--- src/design/shirc_consts.svh ---
`ifndef SHIRC_CONSTS_SVH
`define SHIRC_CONSTS_SVH

// register indices; byte address is four times the index
`define SHIRC_IDX_SYNC_OSC    11
`define SHIRC_IDX_LOCK_HOLD   12
`define SHIRC_IDX_HOLD_INSEL  13
`define SHIRC_IDX_INPUT_LOSS  14

// register byte offsets
`define SHIRC_OFF_SYNC_OSC    (8'(4 * `SHIRC_IDX_SYNC_OSC))
`define SHIRC_OFF_LOCK_HOLD   (8'(4 * `SHIRC_IDX_LOCK_HOLD))
`define SHIRC_OFF_HOLD_INSEL  (8'(4 * `SHIRC_IDX_HOLD_INSEL))
`define SHIRC_OFF_INPUT_LOSS  (8'(4 * `SHIRC_IDX_INPUT_LOSS))
`define SHIRC_OFF_CONTROL     8'h10
`define SHIRC_OFF_STATUS      8'h14

// implemented bit masks
`define SHIRC_MASK_SYNC_OSC   32'h07fff020
`define SHIRC_MASK_LOCK_HOLD  32'hffc001c0
`define SHIRC_MASK_HOLD_INSEL 32'hff77ffe0
`define SHIRC_MASK_INPUT_LOSS 32'hd0000000

// reset values
`define SHIRC_RST_SYNC_OSC    32'h05811000
`define SHIRC_RST_LOCK_HOLD   32'h1b000180
`define SHIRC_RST_HOLD_INSEL  32'h3b0206e0
`define SHIRC_RST_INPUT_LOSS  32'h10000000

// field positions
`define SHIRC_SYNC_EN_BIT     26
`define SHIRC_EXCL_LSB        20
`define SHIRC_SYNC_OSEL_LSB   18
`define SHIRC_SYNC_QUALIFY_ENABLE_BIT   17
`define SHIRC_SYNC_POL_BIT    16
`define SHIRC_SYNC_AUTO_BIT   15
`define SHIRC_SYNC_TYPE_LSB   12
`define SHIRC_XTAL_BIT        5
`define SHIRC_PIN_SEL_LSB     27
`define SHIRC_PIN_TYPE_LSB    24
`define SHIRC_HOLD_L2_BIT     23
`define SHIRC_HOLD_L1_BIT     22
`define SHIRC_TRACK_BIT       8
`define SHIRC_HOLD_MODE_LSB   6
`define SHIRC_ST1_SEL_LSB     20
`define SHIRC_ST0_TYPE_LSB    16
`define SHIRC_L1_MASK_BIT     15
`define SHIRC_ST0_SEL_LSB     12
`define SHIRC_REF_MODE_LSB    9
`define SHIRC_ST_INV_BIT      8
`define SHIRC_REF_USE_LSB     5
`define SHIRC_LOS_TO_LSB      30
`define SHIRC_LOS_EN_BIT      28
`define SHIRC_SWRST_BIT       0
`define SHIRC_DIVWR_BIT       1

// loss timeout at setting 0
`define SHIRC_LOS_TIME0_NS    1200
`define SHIRC_CLK_NS          20
`define SHIRC_LOS_CYC0        (`SHIRC_LOS_TIME0_NS / `SHIRC_CLK_NS)

`endif

--- src/design/shirc_pkg.sv ---
package shirc_pkg;
  typedef enum logic [1:0] {
    SHIRC_DP_IDLE,
    SHIRC_DP_WRITE,
    SHIRC_DP_READ
  } shirc_phase_t;
endpackage

--- src/design/shirc_top.sv ---
`timescale 1ns/1ps
`include "shirc_consts.svh"
// Notes on behaviour
// - bits 25..20 exclude groups; bit 26 sync enable
// - sync pin output select, reset low
// - qualify sync by clock output when set
// - sync input polarity, reset active low
// - auto sync on divider writes when set
// - crystal oscillator enable, reset off
// - lock pin select 3, type push-pull
// - hold sync until loop2 locks
// - hold sync until loop1 locks
// - tuning voltage tracking, reset enabled
// - holdover mode field, reset enables holdover
// - holdover pin type 3, select 7
// - status1 pin select, reset low
// - status0 type pulldown, select low
// - mask loop1 unlock edge from holdover
// - reference select mode, reset manual
// - invert both status pin inputs
// - bits 7,6,5 mark refs 2,1,0 usable
// - loss timeout field, reset 1200 ns
// - loss detect enable, reset on
module shirc_top
  import shirc_pkg::*;
(
  // clock and reset
  input  wire logic        i_clk,
  input  wire logic        i_rst,
  // ahb-lite slave
  input  wire logic        i_hsel,
  input  wire logic [7:0]  i_haddr,
  input  wire logic [1:0]  i_htrans,
  input  wire logic        i_hwrite,
  input  wire logic [2:0]  i_hsize,
  input  wire logic [31:0] i_hwdata,
  input  wire logic        i_hready,
  output logic      [31:0] o_hrdata,
  output logic             o_hreadyout,
  output logic             o_hresp,
  // device status inputs
  input  wire logic        i_loop1_digital_lock_detect,
  input  wire logic        i_loop2_digital_lock_detect,
  input  wire logic [2:0]  i_ref_activity,
  // sync control
  output logic             o_sync_enable,
  output logic [5:0]       o_group_sync_exclude,
  output logic [1:0]       o_sync_pin_output_select,
  output logic             o_sync_qualify_enable,
  output logic             o_sync_pin_polarity,
  output logic [2:0]       o_sync_pin_type,
  output logic             o_auto_sync_pulse,
  output logic             o_sync_hold,
  output logic             o_crystal_osc_enable,
  // lock and holdover
  output logic [4:0]       o_lock_pin_select,
  output logic [2:0]       o_lock_pin_type,
  output logic             o_dac_track_enable,
  output logic [1:0]       o_holdover_mode,
  output logic [4:0]       o_holdover_pin_select,
  output logic [2:0]       o_holdover_pin_type,
  output logic             o_holdover_unlock_event,
  // status pins and reference selection
  output logic [2:0]       o_status1_pin_select,
  output logic [2:0]       o_status0_pin_type,
  output logic [2:0]       o_status0_pin_select,
  output logic [2:0]       o_ref_select_mode,
  output logic             o_status_input_invert,
  output logic [2:0]       o_ref_usable,
  // loss of signal
  output logic [1:0]       o_signal_loss_timeout,
  output logic             o_signal_loss_detect_enable,
  output logic [2:0]       o_loss_of_signal
);
  // ----------------------------------------
  // state
  // ----------------------------------------
  localparam int unsigned LOS_CYC0 = `SHIRC_LOS_CYC0;
  localparam int unsigned LOSW     = 9;

  typedef struct packed {
    shirc_phase_t     phase;
    logic [2:0]       idx;
    logic [2:0][LOSW-1:0] los_cnt;
    logic [2:0]       loss_of_signal;
    logic             l1_lock_d;
    logic             unlock_ev;
    logic             auto_sync;
  } shirc_state_t;

  shirc_state_t st_reg;
  shirc_state_t st_next;

  logic [31:0] w0;
  logic [31:0] w1;
  logic [31:0] w2;
  logic [31:0] w3;
  logic [31:0] rf_rdata;
  logic        rf_we;
  logic        swrst;
  logic        ctl_we;
  logic [2:0]  addr_idx;
  logic [31:0] status_word;

  // ----------------------------------------
  // bus address and data phase decode
  // ----------------------------------------
  wire logic take = i_hsel && i_hready && i_htrans[1];

  always_comb begin
    rf_we  = 1'b0;
    ctl_we = 1'b0;
    if (st_reg.phase == SHIRC_DP_WRITE) begin
      rf_we  = (st_reg.idx[2] == 1'b0);
      ctl_we = (st_reg.idx == 3'd4);
    end
  end

  assign swrst = ctl_we && i_hwdata[`SHIRC_SWRST_BIT];

  shirc_regfile u_regfile (
    .i_clk   (i_clk),
    .i_rst   (i_rst),
    .i_swrst (swrst),
    .i_we    (rf_we),
    .i_widx  (st_reg.idx[1:0]),
    .i_wdata (i_hwdata),
    .i_ridx  (addr_idx[1:0]),
    .o_rdata (rf_rdata),
    .o_word0 (w0),
    .o_word1 (w1),
    .o_word2 (w2),
    .o_word3 (w3)
  );

  // word index 0..3, control 4, status 5, unmapped 7
  always_comb begin
    unique case (i_haddr)
      `SHIRC_OFF_SYNC_OSC:   addr_idx = 3'd0;
      `SHIRC_OFF_LOCK_HOLD:  addr_idx = 3'd1;
      `SHIRC_OFF_HOLD_INSEL: addr_idx = 3'd2;
      `SHIRC_OFF_INPUT_LOSS: addr_idx = 3'd3;
      `SHIRC_OFF_CONTROL:    addr_idx = 3'd4;
      `SHIRC_OFF_STATUS:     addr_idx = 3'd5;
      default:               addr_idx = 3'd7;
    endcase
  end

  // ----------------------------------------
  // next state
  // ----------------------------------------
  always_comb begin
    st_next           = st_reg;
    st_next.auto_sync = 1'b0;
    st_next.unlock_ev = 1'b0;
    st_next.l1_lock_d = i_loop1_digital_lock_detect;
    if (take) begin
      st_next.phase   = i_hwrite ? SHIRC_DP_WRITE : SHIRC_DP_READ;
      st_next.idx     = addr_idx;
    end else begin
      st_next.phase = SHIRC_DP_IDLE;
    end
    // a control write with the divider write bit set starts sync only with auto enabled
    if (ctl_we && i_hwdata[`SHIRC_DIVWR_BIT] && w0[`SHIRC_SYNC_AUTO_BIT]) begin
      st_next.auto_sync = w0[`SHIRC_SYNC_EN_BIT];
    end
    // loop1 lock falling edge triggers holdover when holdover mode bit 1 is set, unless masked
    if (st_reg.l1_lock_d && !i_loop1_digital_lock_detect
        && !w2[`SHIRC_L1_MASK_BIT] && w1[`SHIRC_HOLD_MODE_LSB+1]) begin
      st_next.unlock_ev = 1'b1;
    end
    for (int r = 0; r < 3; r++) begin
      if (!w3[`SHIRC_LOS_EN_BIT] || i_ref_activity[r]) begin
        st_next.los_cnt[r] = '0;
        st_next.loss_of_signal[r]     = 1'b0;
      end else if (st_reg.los_cnt[r] >= LOSW'(LOS_CYC0 << w3[`SHIRC_LOS_TO_LSB+:2])) begin
        st_next.loss_of_signal[r] = 1'b1;
      end else begin
        st_next.los_cnt[r] = st_reg.los_cnt[r] + LOSW'(1);
      end
    end
  end

  always_ff @(posedge i_clk) begin
    if (i_rst) begin
      st_reg <= '{phase: SHIRC_DP_IDLE, idx: 3'd0, los_cnt: '0, loss_of_signal: 3'b0,
                  l1_lock_d: 1'b0, unlock_ev: 1'b0, auto_sync: 1'b0};
    end else begin
      st_reg <= st_next;
    end
  end

  // ----------------------------------------
  // read data and bus answer
  // ----------------------------------------
  assign status_word = {26'h0, st_reg.loss_of_signal, i_loop2_digital_lock_detect,
                        i_loop1_digital_lock_detect, o_sync_hold};

  always_comb begin
    o_hrdata = 32'h0;
    if (st_reg.phase == SHIRC_DP_READ) begin
      if (st_reg.idx[2] == 1'b0) begin
        o_hrdata = rf_rdata;
      end else if (st_reg.idx == 3'd5) begin
        o_hrdata = status_word;
      end
    end
  end

  assign o_hreadyout = 1'b1;
  assign o_hresp     = 1'b0;

  // ----------------------------------------
  // field outputs
  // ----------------------------------------
  assign o_sync_enable            = w0[`SHIRC_SYNC_EN_BIT];
  assign o_group_sync_exclude     = w0[`SHIRC_EXCL_LSB+:6];
  assign o_sync_pin_output_select = w0[`SHIRC_SYNC_OSEL_LSB+:2];
  assign o_sync_qualify_enable    = w0[`SHIRC_SYNC_QUALIFY_ENABLE_BIT];
  assign o_sync_pin_polarity      = w0[`SHIRC_SYNC_POL_BIT];
  assign o_sync_pin_type          = w0[`SHIRC_SYNC_TYPE_LSB+:3];
  assign o_crystal_osc_enable     = w0[`SHIRC_XTAL_BIT];
  assign o_auto_sync_pulse        = st_reg.auto_sync;
  assign o_lock_pin_select        = w1[`SHIRC_PIN_SEL_LSB+:5];
  assign o_lock_pin_type          = w1[`SHIRC_PIN_TYPE_LSB+:3];
  assign o_sync_hold = (w1[`SHIRC_HOLD_L2_BIT] && !i_loop2_digital_lock_detect)
                    || (w1[`SHIRC_HOLD_L1_BIT] && !i_loop1_digital_lock_detect);
  assign o_dac_track_enable       = w1[`SHIRC_TRACK_BIT];
  assign o_holdover_mode          = w1[`SHIRC_HOLD_MODE_LSB+:2];
  assign o_holdover_pin_select    = w2[`SHIRC_PIN_SEL_LSB+:5];
  assign o_holdover_pin_type      = w2[`SHIRC_PIN_TYPE_LSB+:3];
  assign o_holdover_unlock_event  = st_reg.unlock_ev;
  assign o_status1_pin_select     = w2[`SHIRC_ST1_SEL_LSB+:3];
  assign o_status0_pin_type       = w2[`SHIRC_ST0_TYPE_LSB+:3];
  assign o_status0_pin_select     = w2[`SHIRC_ST0_SEL_LSB+:3];
  assign o_ref_select_mode        = w2[`SHIRC_REF_MODE_LSB+:3];
  assign o_status_input_invert    = w2[`SHIRC_ST_INV_BIT];
  assign o_ref_usable             = w2[`SHIRC_REF_USE_LSB+:3];
  assign o_signal_loss_timeout    = w3[`SHIRC_LOS_TO_LSB+:2];
  assign o_signal_loss_detect_enable = w3[`SHIRC_LOS_EN_BIT];
  assign o_loss_of_signal         = st_reg.loss_of_signal;
endmodule

--- src/design/shirc_regfile.sv ---
`timescale 1ns/1ps
`include "shirc_consts.svh"
// ----------------------------------------
// four configuration words with reset and masks
// ----------------------------------------
module shirc_regfile
  import shirc_pkg::*;
(
  // clock and reset
  input  wire logic        i_clk,
  input  wire logic        i_rst,
  input  wire logic        i_swrst,
  // write port
  input  wire logic        i_we,
  input  wire logic [1:0]  i_widx,
  input  wire logic [31:0] i_wdata,
  // read port
  input  wire logic [1:0]  i_ridx,
  output logic      [31:0] o_rdata,
  // live words
  output logic      [31:0] o_word0,
  output logic      [31:0] o_word1,
  output logic      [31:0] o_word2,
  output logic      [31:0] o_word3
);
  typedef struct packed {
    logic [3:0][31:0] word;
    logic [31:0]      rdata;
  } shirc_rf_state_t;

  localparam logic [3:0][31:0] RST_VAL = {`SHIRC_RST_INPUT_LOSS, `SHIRC_RST_HOLD_INSEL,
                                          `SHIRC_RST_LOCK_HOLD, `SHIRC_RST_SYNC_OSC};
  localparam logic [3:0][31:0] MASK    = {`SHIRC_MASK_INPUT_LOSS, `SHIRC_MASK_HOLD_INSEL,
                                          `SHIRC_MASK_LOCK_HOLD, `SHIRC_MASK_SYNC_OSC};

  shirc_rf_state_t st_reg;
  shirc_rf_state_t st_next;

  always_comb begin
    st_next = st_reg;
    for (int i = 0; i < 4; i++) begin
      if (i_swrst) begin
        st_next.word[i] = RST_VAL[i];
      end else if (i_we && (i_widx == 2'(i))) begin
        st_next.word[i] = i_wdata & MASK[i];
      end
    end
    st_next.rdata = st_next.word[i_ridx];
  end

  always_ff @(posedge i_clk) begin
    if (i_rst) begin
      st_reg.word  <= RST_VAL;
      st_reg.rdata <= 32'h0;
    end else begin
      st_reg <= st_next;
    end
  end

  assign o_rdata = st_reg.rdata;
  assign o_word0 = st_reg.word[0];
  assign o_word1 = st_reg.word[1];
  assign o_word2 = st_reg.word[2];
  assign o_word3 = st_reg.word[3];
endmodule

--- config.mk ---
export PLATFORM = sky130hd
export DESIGN_NAME = shirc_top
export DESIGN_NICKNAME = d
export VERILOG_FILES = /design/src/design/shirc_pkg.sv /design/src/design/shirc_top.sv /design/src/design/shirc_regfile.sv
export VERILOG_INCLUDE_DIRS = /design/src /design/src/design
export SDC_FILE = /design/constraint.sdc
export NUM_CORES = 1
export LEC_CHECK = 0
export BUFFER_PORTS_ARGS = -buffer_cell sky130_fd_sc_hd__buf_4
export CORE_ASPECT_RATIO = 1.2
export CORE_MARGIN = 8
export CORE_UTILIZATION = 30
export DETAILED_ROUTE_END_ITERATION = 6
export PLACE_DENSITY = 0.54
export SYNTH_ARGS = -nofsm -noshare
export SYNTH_HDL_FRONTEND = slang
export SYNTH_SLANG_ARGS = --single-unit
--- constraint.sdc ---
create_clock -name i_clk -period 1.9 [get_ports i_clk]
set_input_delay 0.475 -clock i_clk [delete_from_list [all_inputs] [get_ports i_clk]]
set_output_delay 0.475 -clock i_clk [all_outputs]
set_load 0.03 [all_outputs]
==> results.yml <==
run_status:
  outcome: "complete, but fails checks"
  violations: "negative setup slack"
synthesis:
  synth_top_area_share_pct: 42.5
  yosysUniqueCellTypes: 65
  netlist_area_um2: 9320
  syn_nets: 1114
  synth_async_sr_flop_share_pct: 0
  post-synth-top-count-cell: "dfxtp_1"
  yosysWarnings: 0
  synth_edf_count: 0
  synth_seq_area_share_pct: 42.5
  synth_area_leaders: "dfxtp_1 (43%), and2_1 (5.9%), buf_4 (4.5%), ha_1 (3.2%), nand3_1 (2.6%)"
  synth_ff_type: "dfxtp_1"
  synth_top_cells_by_count: "dfxtp_1 (198), and2_1 (88), buf_4 (56)"
  ys_seq_elements: 198
  avgSynthCellArea_um2: 9.00
  synthCells: 1035
  synth.largest_area_cell: "dfxtp_1"
floorplanning:
  pin_count: 148
  rows: 70
  die_w_um: 177
  die_h_um: 209
  core-area_um2: 30600
  die_area_um2: 37000
  initial_core_util_pct: 30.5
setup_path:
  cpPeakStageDelay_ns: 0.37
  path_cells: "buf_6 -> nor3b_4 -> buf_6 -> buf_12 -> and2_4 -> buf_6"
  cp.required_ns: 1.42
  path_delay_family: "buffers and inverters"
  cpMostUsedCell: "buf_6"
  crit_arrival_ns: 1.78
  path_class: "flop to output pin"
  end_kind: "output pin"
  worst-path-buf-inv: 4
  cp_max_fo: 10
  startpoint_type: "flop"
  critPathSlowestCell: "dfxtp_4"
cells_and_area:
  area_growth_pct: 42.8
  drive_gt1_share_pct: 40.4
  largest_reg_flops: 33
  final_area_um2: 13300
  fin_nets: 1300
power_and_ir_drop:
  seq_power_share_pct: 49.8
  ir_drop_mv: 0.523
  comb_power_share_pct: 7.4
  powerDensity_nw_per_um2: 632
  clkPwrFrac_pct: 42.8
  intPower_w: 0.00620
  p_switching_w: 0.00222
  p_sw_share_pct: 26.3
  p_leak_nw: 5.18
place:
  placed_cell_area_um2: 11300
  io_buffers: 138
  place_ws_ns: -0.330
  place_hpwl_um: 22700
  routabilityCongestion: 0.794
sta:
  setup_ws_ns: -0.355
  period_needed_ns: 2.25
  maxSlewViolCount: 0
  slew_headroom_pct: 56.5
  finalSetupViolCount: 45
  fmax_mhz: 444
  period_share_pct: 119
  hold_violations: 0
  holdWs_ns: 0.213
  tightestPinTransition_ns: 0.652
  skew_ns: 0.0193
  rsz0062_at_grt: "yes"
detailed_routing:
  routed_wl_um: 32900
  route.detailed.drc: 0
  first_iter_violations: 546
  routedWlPerCell_um: 20.2
  ant_nets: 0
  vias: 8227
  firstDrtPassIters: 5
  viasPerCell: 5.04
global_route:
  grt_use_met3_pct: 3.21
  grt_pass1_vias: 8134
  grt_start_max_net_pins: 62
  grt_use_total_pct: 17.0
  grt.overflow.total: 0
  antenna_found_initial: 1
  grt_pass1_wl_um: 48700
  met2_usage_pct: 28.1
  top_usage_layer: "met2"
  grt_use_met1_pct: 21.5
clock_network:
  postCtsHoldBufs: 0
  clk_pin_slew_ns: 0.08
  clock_latency_ns: 0.44
  cts_buffer_depth: 2
  cts.sinks: 198
  cts_made_buffers: 17
  cts_tree: "done"
  root_buffer: "clkbuf_16"
  htreeDepth: 4
hold_path:
  min_path_type: "primary input to flop"
flow_run:
  drv_cap: 0
==> layer usage <==
layer / part of all wire, % / wire length (um)
met3: 4.1 / 1360
met2: 50 / 16300
met1: 44 / 14400
met5: 0 / 0
met4: 2.4 / 802
==> cell type report <==
cell class | count | area, um2
fillers | 2926 | 17300
clock inverters | 15 | 156
multi-input cells | 687 | 5400
inverters | 27 | 106
well taps | 396 | 495
repair buffers | 290 | 2740
flip-flops and latches | 198 | 3980
clock buffers | 17 | 425
diodes | 1 | 2.50
==> metrics by stage <==
| step | cells | TNS, ns | utilization (%) | power, W |
|---|---|---|---|---|
| final | 1631 | -10.34 | 43.5 | 0.00842 |
| after detailed placement | 1559 | -10.70 | 36.9 | 0.00485 |
| after global routing | 1631 | -15.02 | 43.5 | 0.00868 |
| after global placement | 1559 | -9.75 | 36.9 | 0.00484 |
| after CTS | 1610 | -9.90 | 40.5 | 0.00845 |
| after floorplan | 1035 | -0.0654 | - | 0.00452 |
==> worst paths after layout <==
| path | from | end | slack [ns] | cells past startpoint |
|---|---|---|---|---|
| setup / recovery | st_reg[35]$_SDFFE_PP0P_ | o_hrdata[20] | -0.35 | 6 |
| hold / removal | i_hwrite | st_reg[37]$_SDFF_PP0_ | 0.21 | 2 |
| setup reg to reg | u_regfile.o_word3[31]$_SDFF_PP0_ | st_reg[11]$_SDFFE_PP0N_ | -0.09 | 9 |
| hold reg to reg | u_regfile.o_word0[0]$_SDFF_PP0_ | u_regfile.o_word0[0]$_SDFF_PP0_ | 0.44 | 2 |
==> power by group through the flow <==
stage | clock, W | combinational [W] | sequential (W)
6_report | 0.00360 | 0.000623 | 0.00419
5_1_grt | 0.00383 | 0.000658 | 0.00419
4_1_cts | 0.00368 | 0.000573 | 0.00419
3_5_place_dp | 0 | 0.000554 | 0.00429
3_3_place_gp | 0 | 0.000552 | 0.00429
2_1_floorplan | 0 | 0.000242 | 0.00428
==> worst register-to-register path, stage by stage, from the launching register on <==
cell      delay [ns]
dfxtp_4         0.36
or2_4           0.30
ha_4            0.23
o211ai_1        0.16
buf_4           0.17
a21oi_4         0.07
buf_6           0.13
nor4b_4         0.27
xnor2_1         0.14
nor2_1          0.05
==> logic make-up (layout without fill, tap and decap cells) <==
group | after synthesis | in the layout | share of synthesized area [%]
AOI/OAI and AO/OA | 192 | 194 | 13.6
adders and majority gates | 24 | 24 | 3.22
muxes | 38 | 38 | 4.32
and+or+nand+nor | 403 | 403 | 24.8
DFF | 198 | 198 | 42.5
buffers and inverters | 152 | 349 | 8.97
other | 2 | 3 | 0.0806
xor gates and xnor gates | 26 | 26 | 2.44
==> repair_timing <==
item                       CTS  global route
gates cloned                 3             4
hold endpoints to repair     0             0
setup endpoints to repair   98            82
setup buffers               16            18
gates resized for setup     97           169
pin swaps                   27            82
==> cells in the final DEF (no fill, tap or decap), types with 23 or more instances in the layout <==
cell      count
buf_4       203
dfxtp_1     191
and2_1       63
buf_6        56
nor2_1       43
nand3_1      43
nand2_1      36
a21oi_1      26
o22ai_1      25
inv_1        25
and2_4       25
nand2b_1     25
nor3_1       25
and3_1       24
a31oi_1      24
xnor2_1      23
Note: power is estimated with default switching activity, not from simulation.
